**src/but_map.vh**
```
/*
 * Register map, field positions, reset values for the basic update timer.
 * Assumes a 32-bit APB slave with one aligned word per register.
 */
`ifndef BUT_MAP_VH
`define BUT_MAP_VH

// ----------------------------------------------------------------
// Register byte offsets
// ----------------------------------------------------------------
`define BUT_OFF_CTRL 8'h00
`define BUT_OFF_DIEN 8'h0C
`define BUT_OFF_STS 8'h10
`define BUT_OFF_EVG 8'h14
`define BUT_OFF_CNT 8'h24
`define BUT_OFF_PSC 8'h28
`define BUT_OFF_ARR 8'h2C

// ----------------------------------------------------------------
// Field positions
// ----------------------------------------------------------------
`define BUT_CTRL_EN 0
`define BUT_CTRL_UDIS 1
`define BUT_CTRL_USRC 2
`define BUT_CTRL_SPM 3
`define BUT_CTRL_ARPE 7
`define BUT_DIEN_IRQ 0
`define BUT_DIEN_DMA 8
`define BUT_STS_UF 0
`define BUT_EVG_FU 0

// ----------------------------------------------------------------
// Reset values
// ----------------------------------------------------------------
`define BUT_RST_CTRL 16'h0000
`define BUT_RST_DIEN 16'h0000
`define BUT_RST_CNT 16'h0000
`define BUT_RST_PSC 16'h0000
`define BUT_RST_ARR 16'hFFFF

`endif

```
**src/but_prescaler.v**
```verilog
/*
 * Prescaler divider for the basic update timer.
 * Assumes the divisor comes from the active shadow and restart is a pulse.
 */
`timescale 1ns/1ps
`default_nettype none

module but_prescaler #(
    parameter WIDTH = 16
) (
    input wire clk,
    input wire reset_n,
    input wire [WIDTH-1:0] divisor,
    input wire restart,
    output wire tick
);

    // ------------------------------------------------------------
    // Divider counter
    // ------------------------------------------------------------
    reg [WIDTH-1:0] div_cnt_r; // Internal prescaler count
    reg [WIDTH-1:0] div_cnt_nxt; // Next count

    // Tick when the count has reached the divisor: rate clk/(div+1)
    assign tick = (div_cnt_r == divisor) && !restart;

    // Next-count logic, restart has priority
    always @* begin
        if (restart) begin
            div_cnt_nxt = {WIDTH{1'b0}};
        end else if (div_cnt_r >= divisor) begin
            div_cnt_nxt = {WIDTH{1'b0}}; // Wrap
        end else begin
            div_cnt_nxt = div_cnt_r + {{(WIDTH-1){1'b0}}, 1'b1};
        end
    end

    // Counter register
    always @(posedge clk or negedge reset_n) begin
        if (!reset_n) begin
            div_cnt_r <= {WIDTH{1'b0}};
        end else begin
            div_cnt_r <= div_cnt_nxt;
        end
    end

endmodule // but_prescaler

`default_nettype wire

```
**src/but_timer.v**
```verilog
/*
 * Basic 16-bit up-counting update timer with APB register access.
 * Assumes a single clock, APB master per AMBA rules, DMA/IRQ sinks outside.
 */
// Implementation choice: the APB register port.
//
// Behaviour
// - DMA request on update only when enabled
// - Update interrupt only while its enable set
// - Overflow sets flag unless updates disabled
// - Forced update sets flag if source/disable zero
// - Flag cleared by writing zero only
// - Force bit write-only, self-clearing, zero ignored
// - Force restarts counter, prescaler; loads shadows unless updates disabled
// - Prescaler value takes effect at update
// - Counter clock is input over prescaler+1
// - Reload value feeds active reload register
// - Zero reload stops counting
// - Source select one: only overflow requests
// - Update disable: no event, force reinits
// - Preload enable buffers reload until update
// - Single pulse clears enable at update
`timescale 1ns/1ps
`default_nettype none
`include "but_map.vh"

module but_timer #(
    parameter WIDTH = 16
) (
    input wire CLK,
    input wire RESET_N,
    input wire PSEL,
    input wire PENABLE,
    input wire PWRITE,
    input wire [7:0] PADDR,
    input wire [31:0] PWDATA,
    output wire PREADY,
    output reg [31:0] PRDATA,
    output wire PSLVERR,
    output reg UPDATE_IRQ,
    output reg UPDATE_DMA_REQ
);

    // ------------------------------------------------------------
    // APB decode
    // ------------------------------------------------------------
    wire acc = PSEL && PENABLE; // Access phase, always zero wait
    wire wr = acc && PWRITE; // Write takes effect here
    wire rd = acc && !PWRITE; // Read data sampled here
    wire hit_ctrl = (PADDR == `BUT_OFF_CTRL);
    wire hit_dien = (PADDR == `BUT_OFF_DIEN);
    wire hit_sts = (PADDR == `BUT_OFF_STS);
    wire hit_evg = (PADDR == `BUT_OFF_EVG);
    wire hit_cnt = (PADDR == `BUT_OFF_CNT);
    wire hit_psc = (PADDR == `BUT_OFF_PSC);
    wire hit_arr = (PADDR == `BUT_OFF_ARR);
    wire mapped = hit_ctrl || hit_dien || hit_sts || hit_evg ||
        hit_cnt || hit_psc || hit_arr;

    // Zero wait states; unmapped addresses answer with an error
    assign PREADY = 1'b1;
    assign PSLVERR = acc && !mapped;

    // ------------------------------------------------------------
    // Registers
    // ------------------------------------------------------------
    reg counter_enable_r; // Counter runs
    reg update_disable_r; // Blocks update events
    reg update_source_select_r; // Only overflow requests
    reg single_pulse_mode_r; // Stop at next update
    reg reload_preload_enable_r; // Buffer reload writes
    reg update_irq_enable_r; // Interrupt gate
    reg update_dma_enable_r; // DMA gate
    reg update_flag_r; // Sticky update flag
    reg force_update_r; // Force pulse, self-clearing
    reg [WIDTH-1:0] counter_value_r; // Main counter
    reg [WIDTH-1:0] prescaler_value_r; // Preload prescaler
    reg [WIDTH-1:0] prescaler_active_r; // Active prescaler
    reg [WIDTH-1:0] reload_value_r; // Preload reload
    reg [WIDTH-1:0] reload_active_r; // Active reload

    // ------------------------------------------------------------
    // Event logic
    // ------------------------------------------------------------
    wire presc_tick; // Prescaled counter clock
    wire count_step; // Counter advances this cycle
    wire overflow; // Counter at reload and steps
    wire ovf_event; // Overflow update event
    wire frc_event; // Forced update event
    wire update_event; // Any update event
    wire req_event; // Event allowed to request IRQ/DMA
    wire flag_set; // Hardware sets flag
    wire flag_clr; // Software clears flag

    // Count only with a nonzero reload and a prescaler tick
    assign count_step = counter_enable_r && presc_tick &&
        (reload_active_r != {WIDTH{1'b0}});
    assign overflow = count_step &&
        (counter_value_r >= reload_active_r);

    // Update events are suppressed while update_disable is set
    assign ovf_event = overflow && !update_disable_r;
    assign frc_event = force_update_r && !update_disable_r;
    assign update_event = ovf_event || frc_event;

    // Forced updates only flag/request when source select is zero
    assign req_event = ovf_event ||
        (frc_event && !update_source_select_r);
    assign flag_set = req_event;
    assign flag_clr = wr && hit_sts && !PWDATA[`BUT_STS_UF];

    // ------------------------------------------------------------
    // Prescaler instance
    // ------------------------------------------------------------
    // Force restarts the prescaler even with updates disabled
    but_prescaler #(
        .WIDTH(WIDTH)
    ) u_presc (
        .clk(CLK),
        .reset_n(RESET_N),
        .divisor(prescaler_active_r),
        .restart(force_update_r),
        .tick(presc_tick)
    );

    // ------------------------------------------------------------
    // Control register
    // ------------------------------------------------------------
    // Single-pulse clears the enable at update; a same-cycle write of
    // the enable bit is overridden since hardware must stop.
    always @(posedge CLK or negedge RESET_N) begin
        if (!RESET_N) begin
            counter_enable_r <= 1'b0;
            update_disable_r <= 1'b0;
            update_source_select_r <= 1'b0;
            single_pulse_mode_r <= 1'b0;
            reload_preload_enable_r <= 1'b0;
        end else begin
            if (wr && hit_ctrl) begin
                counter_enable_r <= PWDATA[`BUT_CTRL_EN];
                update_disable_r <= PWDATA[`BUT_CTRL_UDIS];
                update_source_select_r <= PWDATA[`BUT_CTRL_USRC];
                single_pulse_mode_r <= PWDATA[`BUT_CTRL_SPM];
                reload_preload_enable_r <= PWDATA[`BUT_CTRL_ARPE];
            end
            if (update_event && single_pulse_mode_r) begin
                counter_enable_r <= 1'b0;
            end
        end
    end

    // ------------------------------------------------------------
    // DMA / interrupt enable register
    // ------------------------------------------------------------
    always @(posedge CLK or negedge RESET_N) begin
        if (!RESET_N) begin
            update_irq_enable_r <= 1'b0;
            update_dma_enable_r <= 1'b0;
        end else if (wr && hit_dien) begin
            update_irq_enable_r <= PWDATA[`BUT_DIEN_IRQ];
            update_dma_enable_r <= PWDATA[`BUT_DIEN_DMA];
        end
    end

    // ------------------------------------------------------------
    // Status flag and force bit
    // ------------------------------------------------------------
    // Set wins over a same-cycle software clear
    always @(posedge CLK or negedge RESET_N) begin
        if (!RESET_N) begin
            update_flag_r <= 1'b0;
        end else if (flag_set) begin
            update_flag_r <= 1'b1;
        end else if (flag_clr) begin
            update_flag_r <= 1'b0;
        end
    end

    // Force bit lives one cycle; writing zero does nothing
    always @(posedge CLK or negedge RESET_N) begin
        if (!RESET_N) begin
            force_update_r <= 1'b0;
        end else begin
            force_update_r <= wr && hit_evg &&
                PWDATA[`BUT_EVG_FU];
        end
    end

    // ------------------------------------------------------------
    // Prescaler and reload preload / shadow registers
    // ------------------------------------------------------------
    always @(posedge CLK or negedge RESET_N) begin
        if (!RESET_N) begin
            prescaler_value_r <= `BUT_RST_PSC;
            prescaler_active_r <= `BUT_RST_PSC;
            reload_value_r <= `BUT_RST_ARR;
            reload_active_r <= `BUT_RST_ARR;
        end else begin
            if (wr && hit_psc) begin
                prescaler_value_r <= PWDATA[WIDTH-1:0];
            end
            if (wr && hit_arr) begin
                reload_value_r <= PWDATA[WIDTH-1:0];
            end
            // Shadows load at update; while disabled the prescaler shadow holds, reload only without preload
            if (update_event) begin
                prescaler_active_r <= prescaler_value_r;
                reload_active_r <= reload_value_r;
            end
            // Without preload the reload value acts at once
            if (!reload_preload_enable_r && wr && hit_arr) begin
                reload_active_r <= PWDATA[WIDTH-1:0];
            end else if (!reload_preload_enable_r && !update_event) begin
                reload_active_r <= reload_value_r;
            end
        end
    end

    // ------------------------------------------------------------
    // Main counter
    // ------------------------------------------------------------
    // Force restart beats software write, which beats counting
    always @(posedge CLK or negedge RESET_N) begin
        if (!RESET_N) begin
            counter_value_r <= `BUT_RST_CNT;
        end else if (force_update_r) begin
            counter_value_r <= {WIDTH{1'b0}};
        end else if (wr && hit_cnt) begin
            counter_value_r <= PWDATA[WIDTH-1:0];
        end else if (overflow) begin
            counter_value_r <= {WIDTH{1'b0}};
        end else if (count_step) begin
            counter_value_r <= counter_value_r +
                {{(WIDTH-1){1'b0}}, 1'b1};
        end
    end

    // ------------------------------------------------------------
    // Interrupt and DMA outputs
    // ------------------------------------------------------------
    // IRQ is a level following the flag; DMA is a one-cycle pulse
    always @(posedge CLK or negedge RESET_N) begin
        if (!RESET_N) begin
            UPDATE_IRQ <= 1'b0;
            UPDATE_DMA_REQ <= 1'b0;
        end else begin
            UPDATE_IRQ <= update_irq_enable_r &&
                (update_flag_r || flag_set) && !flag_clr;
            UPDATE_DMA_REQ <= update_dma_enable_r && req_event;
        end
    end

    // ------------------------------------------------------------
    // Read mux
    // ------------------------------------------------------------
    // Registered read data; force bit reads zero
    always @(posedge CLK or negedge RESET_N) begin
        if (!RESET_N) begin
            PRDATA <= 32'h00000000;
        end else if (PSEL && !PENABLE && !PWRITE) begin
            PRDATA <= 32'h00000000;
            if (PADDR == `BUT_OFF_CTRL) begin
                PRDATA[`BUT_CTRL_EN] <= counter_enable_r;
                PRDATA[`BUT_CTRL_UDIS] <= update_disable_r;
                PRDATA[`BUT_CTRL_USRC] <= update_source_select_r;
                PRDATA[`BUT_CTRL_SPM] <= single_pulse_mode_r;
                PRDATA[`BUT_CTRL_ARPE] <= reload_preload_enable_r;
            end else if (PADDR == `BUT_OFF_DIEN) begin
                PRDATA[`BUT_DIEN_IRQ] <= update_irq_enable_r;
                PRDATA[`BUT_DIEN_DMA] <= update_dma_enable_r;
            end else if (PADDR == `BUT_OFF_STS) begin
                PRDATA[`BUT_STS_UF] <= update_flag_r;
            end else if (PADDR == `BUT_OFF_CNT) begin
                // Sampled in setup; value is one cycle old at access
                PRDATA[WIDTH-1:0] <= counter_value_r;
            end else if (PADDR == `BUT_OFF_PSC) begin
                PRDATA[WIDTH-1:0] <= prescaler_value_r;
            end else if (PADDR == `BUT_OFF_ARR) begin
                PRDATA[WIDTH-1:0] <= reload_value_r;
            end
        end
    end

    // Unused read strobe kept for clarity of decode intent
    wire unused_rd = rd;

endmodule // but_timer

`default_nettype wire

```
**config.mk**
```make
export PLATFORM = sky130hd
export DESIGN_NAME = but_timer
export DESIGN_NICKNAME = d
export VERILOG_FILES = /design/src/but_prescaler.v /design/src/but_timer.v
export VERILOG_INCLUDE_DIRS = /design/src
export SDC_FILE = /design/constraint.sdc
export NUM_CORES = 1
export LEC_CHECK = 0
export BUFFER_PORTS_ARGS = -buffer_cell sky130_fd_sc_hd__buf_2
export CAP_MARGIN = 20
export CORE_MARGIN = 4
export CORE_UTILIZATION = 60
export DETAILED_ROUTE_END_ITERATION = 8
export PLACE_DENSITY = 0.9
export SYNTH_ARGS = -nofsm -noshare
export SYNTH_HDL_FRONTEND = slang
export SYNTH_SLANG_ARGS = --single-unit
```
**constraint.sdc**
```tcl
create_clock -name CLK -period 7.7 [get_ports CLK]
set_input_delay 1.54 -clock CLK [delete_from_list [all_inputs] [get_ports CLK]]
set_output_delay 1.54 -clock CLK [all_outputs]
set_load 0.05 [all_outputs]
```
# Word level (Yosys, flattened, before mapping)
# Index checks and enable logic that the tools add are counted.
[totals]
register_bits = 123
in_bits = 45
elab_cells = 108
[op_classes]
n_addsub = 2
magnitude_cmp = 2
eq_ne = 7
n_mux = 26
n_reduce_logical = 53
[op_table]
columns = ["operator", "n"]
rows = [
  ["two-way mux 16 bit", 12],
  ["adder 16 x 1 -> 16 bit, second input constant", 2],
  [">= comparator 16 bit", 2],
  ["logical AND 1 bit", 28],
  ["== test 8 x 6 -> 1 bit, second input constant", 3],
  ["== test 16 bit", 1],
  ["== test 8 x 5 -> 1 bit, second input constant", 2],
  ["nonzero test 16 bit", 1],
  ["two-way mux 15 bit", 1],
  ["two-way mux 7 bit", 2],
  ["zero test 1 bit", 10],
  ["logical OR 1 bit", 9],
  ["== test 8 x 4 -> 1 bit, second input constant", 1],
  ["zero test 8 bit", 1],
  ["two-way mux 1 bit", 8],
  ["two-way mux 8 bit", 1],
  ["two-way mux 4 bit", 1],
  ["nonzero test 2 bit", 2],
  ["nonzero test 4 bit", 1],
  ["two-way mux 3 bit", 1],
  ["nonzero test 3 bit", 1],
]

# Depth between registers and ports, before layout
[depth]
depth_word = 11
ltp_mapped = 10

# Modules after synthesis
# A second synthesis with hierarchy kept.
[hier_totals]
cells_unflattened = 706
area_unflattened_um2 = 7076.8
[by_module_without_submodules]
columns = ["mod", "instances", "cells_each", "area_per_inst_um2"]
rows = [
  ["but_timer", 1, 577, 5864.4],
  ["but_prescaler", 1, 129, 1212.4],
]

# Worst setup path after synthesis
# OpenSTA, ideal clock, no wires.
[synth_timing]
kind = "input -> output"
start = "in PADDR[2]"
end = "out PSLVERR"
arrival_ns = 3.370
t_required_ns = 6.160
slack_ns = 2.790
stages = 6
cell_sequence = "buf_2 > clkbuf_1 > nor4_1 > a211oi_1 > o21ai_0 > a31oi_1"
[synth_via]
elab_chain_len = 9
[synth_rtl]
columns = ["item", "line_no", "rtl"]
rows = [
  ["start, declared", "but_timer.v:35", "input wire [7:0] PADDR,"],
  ["== test 8 x 4 -> 1 bit (no line) or zero test 8 bit (tied branches)", "n/a", ""],
  ["logical OR 1 bit (4 in a row)", "but_timer.v:57", "wire mapped = hit_ctrl || hit_dien || hit_sts || hit_evg ||"],
  ["logical OR 1 bit", "but_timer.v:58", "hit_cnt || hit_psc || hit_arr;"],
  ["logical OR 1 bit (*)", "but_timer.v:58", ""],
  ["zero test 1 bit (*)", "but_timer.v:62", "assign PSLVERR = acc && !mapped;"],
  ["logical AND 1 bit (*)", "but_timer.v:62", ""],
  ["end, declared", "but_timer.v:39", "output wire PSLVERR,"],
]
# Every way passes the cells marked *; elsewhere a longest branch is shown, timed or not.

# Worst setup path in the final report
[layout_timing]
start = "in PADDR[4]"
end = "out PSLVERR"
# The elaborated chain is that of the path after synthesis.

==> results by group <==
Status
  • Outcome: completed

CTS
  • Worst-Skew Late Latency: about 0.43 ns
  • Clock sink count: 123
  • Worst-path clk slew: around 0.060 ns
  • Root Buffer: clkbuf_16
  • Number of setup buffers added after CTS: 0
  • Max Buffers Root-to-Sink: 2
  • CTS tree: done
  • Post-cts resize count: 0
  • H-tree Lvls: 4
  • Hold Buf Count CTS: 0
  • CTS Buf Count: 17

Critical path
  • CP Launch Type: input port
  • Cells on worst reg2reg path: 8
  • Critical Path RT: 6.16 ns
  • Crit Path Class: in -> out
  • Worst Path Max Fanout: 14
  • CP endpoint kind: output port
  • Crit path arrival time: around 3.4 ns

Cells and area
  • Nets: approximately 810
  • Storage element area: between 0.003 and 0.004 mm2
  • Fill cell count: approximately 800
  • Leading cell types in the layout, fill and taps excluded: dfrtp_1, mux2_2, nor2_1, buf_2, nand2_1
  • Synthesis-to-finish area growth: 12.4%
  • Design Area, Final: ~0.0079 mm2
  • Layout cell share with drive strength beyond 1: 0.244
  • Area of the multi-input gates: 0.00350 mm2
  • Most common cell after layout, fill and taps aside: dfrtp_1

Routing
  • DRT Wirelength: 18400 um
  • Via count: 5645
  • First-pass detailed-route iteration total: 6
  • DR WL/cell: 20.8 um
  • DRC viols: 0
  • DRC marker count from the first detailed-route iteration: about 680
  • Post-route ant nets: 0
  • Vias per inst: 6.38

STA
  • RSZ-0062 raised after global routing: no
  • Minimum clock period: 4.90 ns
  • Slew Viols, Final: 0
  • Worst-Margin Slew: roughly 1.2 ns
  • Setup violators final: 0
  • Hold Violations, Final: 0
  • Fin crit share: 0.637
  • Max Freq: just over 200 MHz
  • Final setup TNS: 0 ns
  • Slew margin rel.: 0.222
  • Worst Clk Skew: slightly below 0.01 ns

Floorplanning
  • Die area: 0.0134 mm2
  • Initial Utilization: 0.612
  • Core Box Area: ~0.011 mm2
  • Die H: 116 um
  • Io pins: 81
  • FP Rows: 39
  • Die W: 116 um

Global route
  • Number of antenna violations at the first check in global routing: 0
  • First-pass GRT wire length: ~30000 um
  • Largest net degree at the start of global routing: 72
  • Grt ovf: 0
  • GRT Util Overall: 0.291
  • Vias in the first global route: approximately 6000

Placement
  • Gpl congestion: about 1
  • HPWL Detailed: between 10000 and 15000 um
  • DP Area: around 0.0072 mm2
  • Port bufs: between 40 and 50

Pwr
  • Peak supply drop: roughly 0.22 mV
  • Leak Pwr: approximately 0.0034 uW
  • Pwr Density: between 200 and 250 mW/mm2

Min path
  • Worst Hold Class: reg -> reg
  • Worst Hold Depth: 1

Synthesis
  • Number of synthesized flops with an enable pin: 0
  • Mean Syn Cell Area: between 10 and 15 um2
  • Cells after Synth: approximately 700
  • Ys Warns: 0
  • Number of synthesized register bits: about 120
  • Cell Area, Synth: about 0.007 mm2
  • Ys async rst share: 1.00
  • Count of cell types in the netlist: 65
  • Post-synthesis sequential area ratio: 0.446
  • Dominant synthesized flop cell: dfrtp_1

Flow run
  • Max Cap Viol: 0
[layer usage]
| layer | GRT usage | part of all wire | vias to the layer above |
|---|---|---|---|
| met5 | 0 | 0 | - |
| met4 | 0.114 | 0.034 | 0 |
| met3 | 0.0851 | 0.077 | 74 |
| met2 | 0.488 | 0.49 | 284 |
| met1 | 0.355 | 0.40 | 2772 |
| li1 | - | - | 2515 |
[stage by stage]
stage | util | setup WS [ns] | instances | power [uW] | hold WS [ns]
floorplan | - | 2.79 | 701 | 819 | 0.457
global placement | 0.634 | 2.89 | 852 | 864 | 0.476
detailed placement | 0.634 | 2.88 | 852 | 870 | 0.489
CTS | 0.688 | 2.88 | 884 | 1690 | 0.507
global route | 0.688 | 2.74 | 884 | 1740 | 0.517
finish | 0.688 | 2.80 | 885 | 1690 | 0.501
[layout make-up]
cell class | count | area share
sequential | 123 | 0.397
inverter | 44 | 0.0210
clock buffer | 20 | 0.0594
clock inverter | 12 | 0.0185
multi-input combinational | 490 | 0.446
antenna | 1 | 0.000319
tap | 143 | 0.0228
timing repair buffer | 52 | 0.0350
[critical path, cell delays in order]
cell and delay, ns:
buf_2 0.13, nor4b_2 0.32, nand3_1 0.64, o21ai_0 0.39, a31oi_1 0.08, buf_2 0.26
[power by group]
group / leakage (uW) / internal [uW] / switching [uW] / total, uW
logic: 0.00162 / 43.5 / 132 / 175
registers: 0.00151 / 670 / 17.0 / 687
clock network: 0.000305 / 531 / 298 / 829
total: 0.00344 / 1240 / 446 / 1690
[cells in the mapped netlist, drive strengths merged (16+ instances only)]
| library cell | n | area, um2 |
|---|---|---|
| inv | 44 | 165 |
| nand2 | 45 | 169 |
| mux2 | 54 | 608 |
| dfstp | 32 | 841 |
| buf | 31 | 216 |
| nand3 | 25 | 125 |
| dfrtp | 91 | 2280 |
| o21ai | 16 | 91.3 |
| a21oi | 43 | 215 |
| mux2i | 42 | 420 |
| nor2 | 53 | 218 |
| ha | 34 | 425 |
| nor3 | 36 | 196 |
[registers in the layout, summed over array words and instances (netlist names)]
| register | count |
|---|---|
| force_update_r | 1 |
| prescaler_value_r | 16 |
| update_dma_enable_r | 1 |
| counter_value_r | 16 |
| PRDATA | 16 |
| counter_enable_r | 1 |
| UPDATE_IRQ | 1 |
| update_irq_enable_r | 1 |
| u_presc.div_cnt_r | 16 |
| reload_preload_enable_r | 1 |
| single_pulse_mode_r | 1 |
| update_flag_r | 1 |
| reload_value_r | 16 |
| UPDATE_DMA_REQ | 1 |
| reload_active_r | 16 |
| prescaler_active_r | 16 |
| update_disable_r | 1 |
| update_source_select_r | 1 |
[final timing paths]
kind	startpoint	end	slack, ns
max	PADDR[4]	PSLVERR	2.80
min	prescaler_active_r[11]	prescaler_active_r[11]	0.50
max reg2reg	u_presc.div_cnt_r[6]	prescaler_active_r[1]	4.22
min reg2reg	prescaler_active_r[11]	prescaler_active_r[11]	0.50
max in group asynchronous	RESET_N	u_presc.div_cnt_r[4]	5.20
min in group asynchronous	RESET_N	prescaler_active_r[2]	1.15
[logic make-up (layout without fill, tap and decap cells)]
kind of cell / Yosys count / count (layout) / share of synthesized area
muxes: 96 / 96 / 0.147
buffers and inverters: 88 / 128 / 0.0616
other: 2 / 18 / 0.00107
xor gates and xnor gates: 17 / 17 / 0.0213
adders and majority gates: 34 / 34 / 0.0608
DFF: 123 / 123 / 0.446
and+or+nand+nor: 217 / 217 / 0.158
AOI/OAI and AO/OA: 109 / 109 / 0.104
No activity file was read; power rests on OpenSTA's default activity.
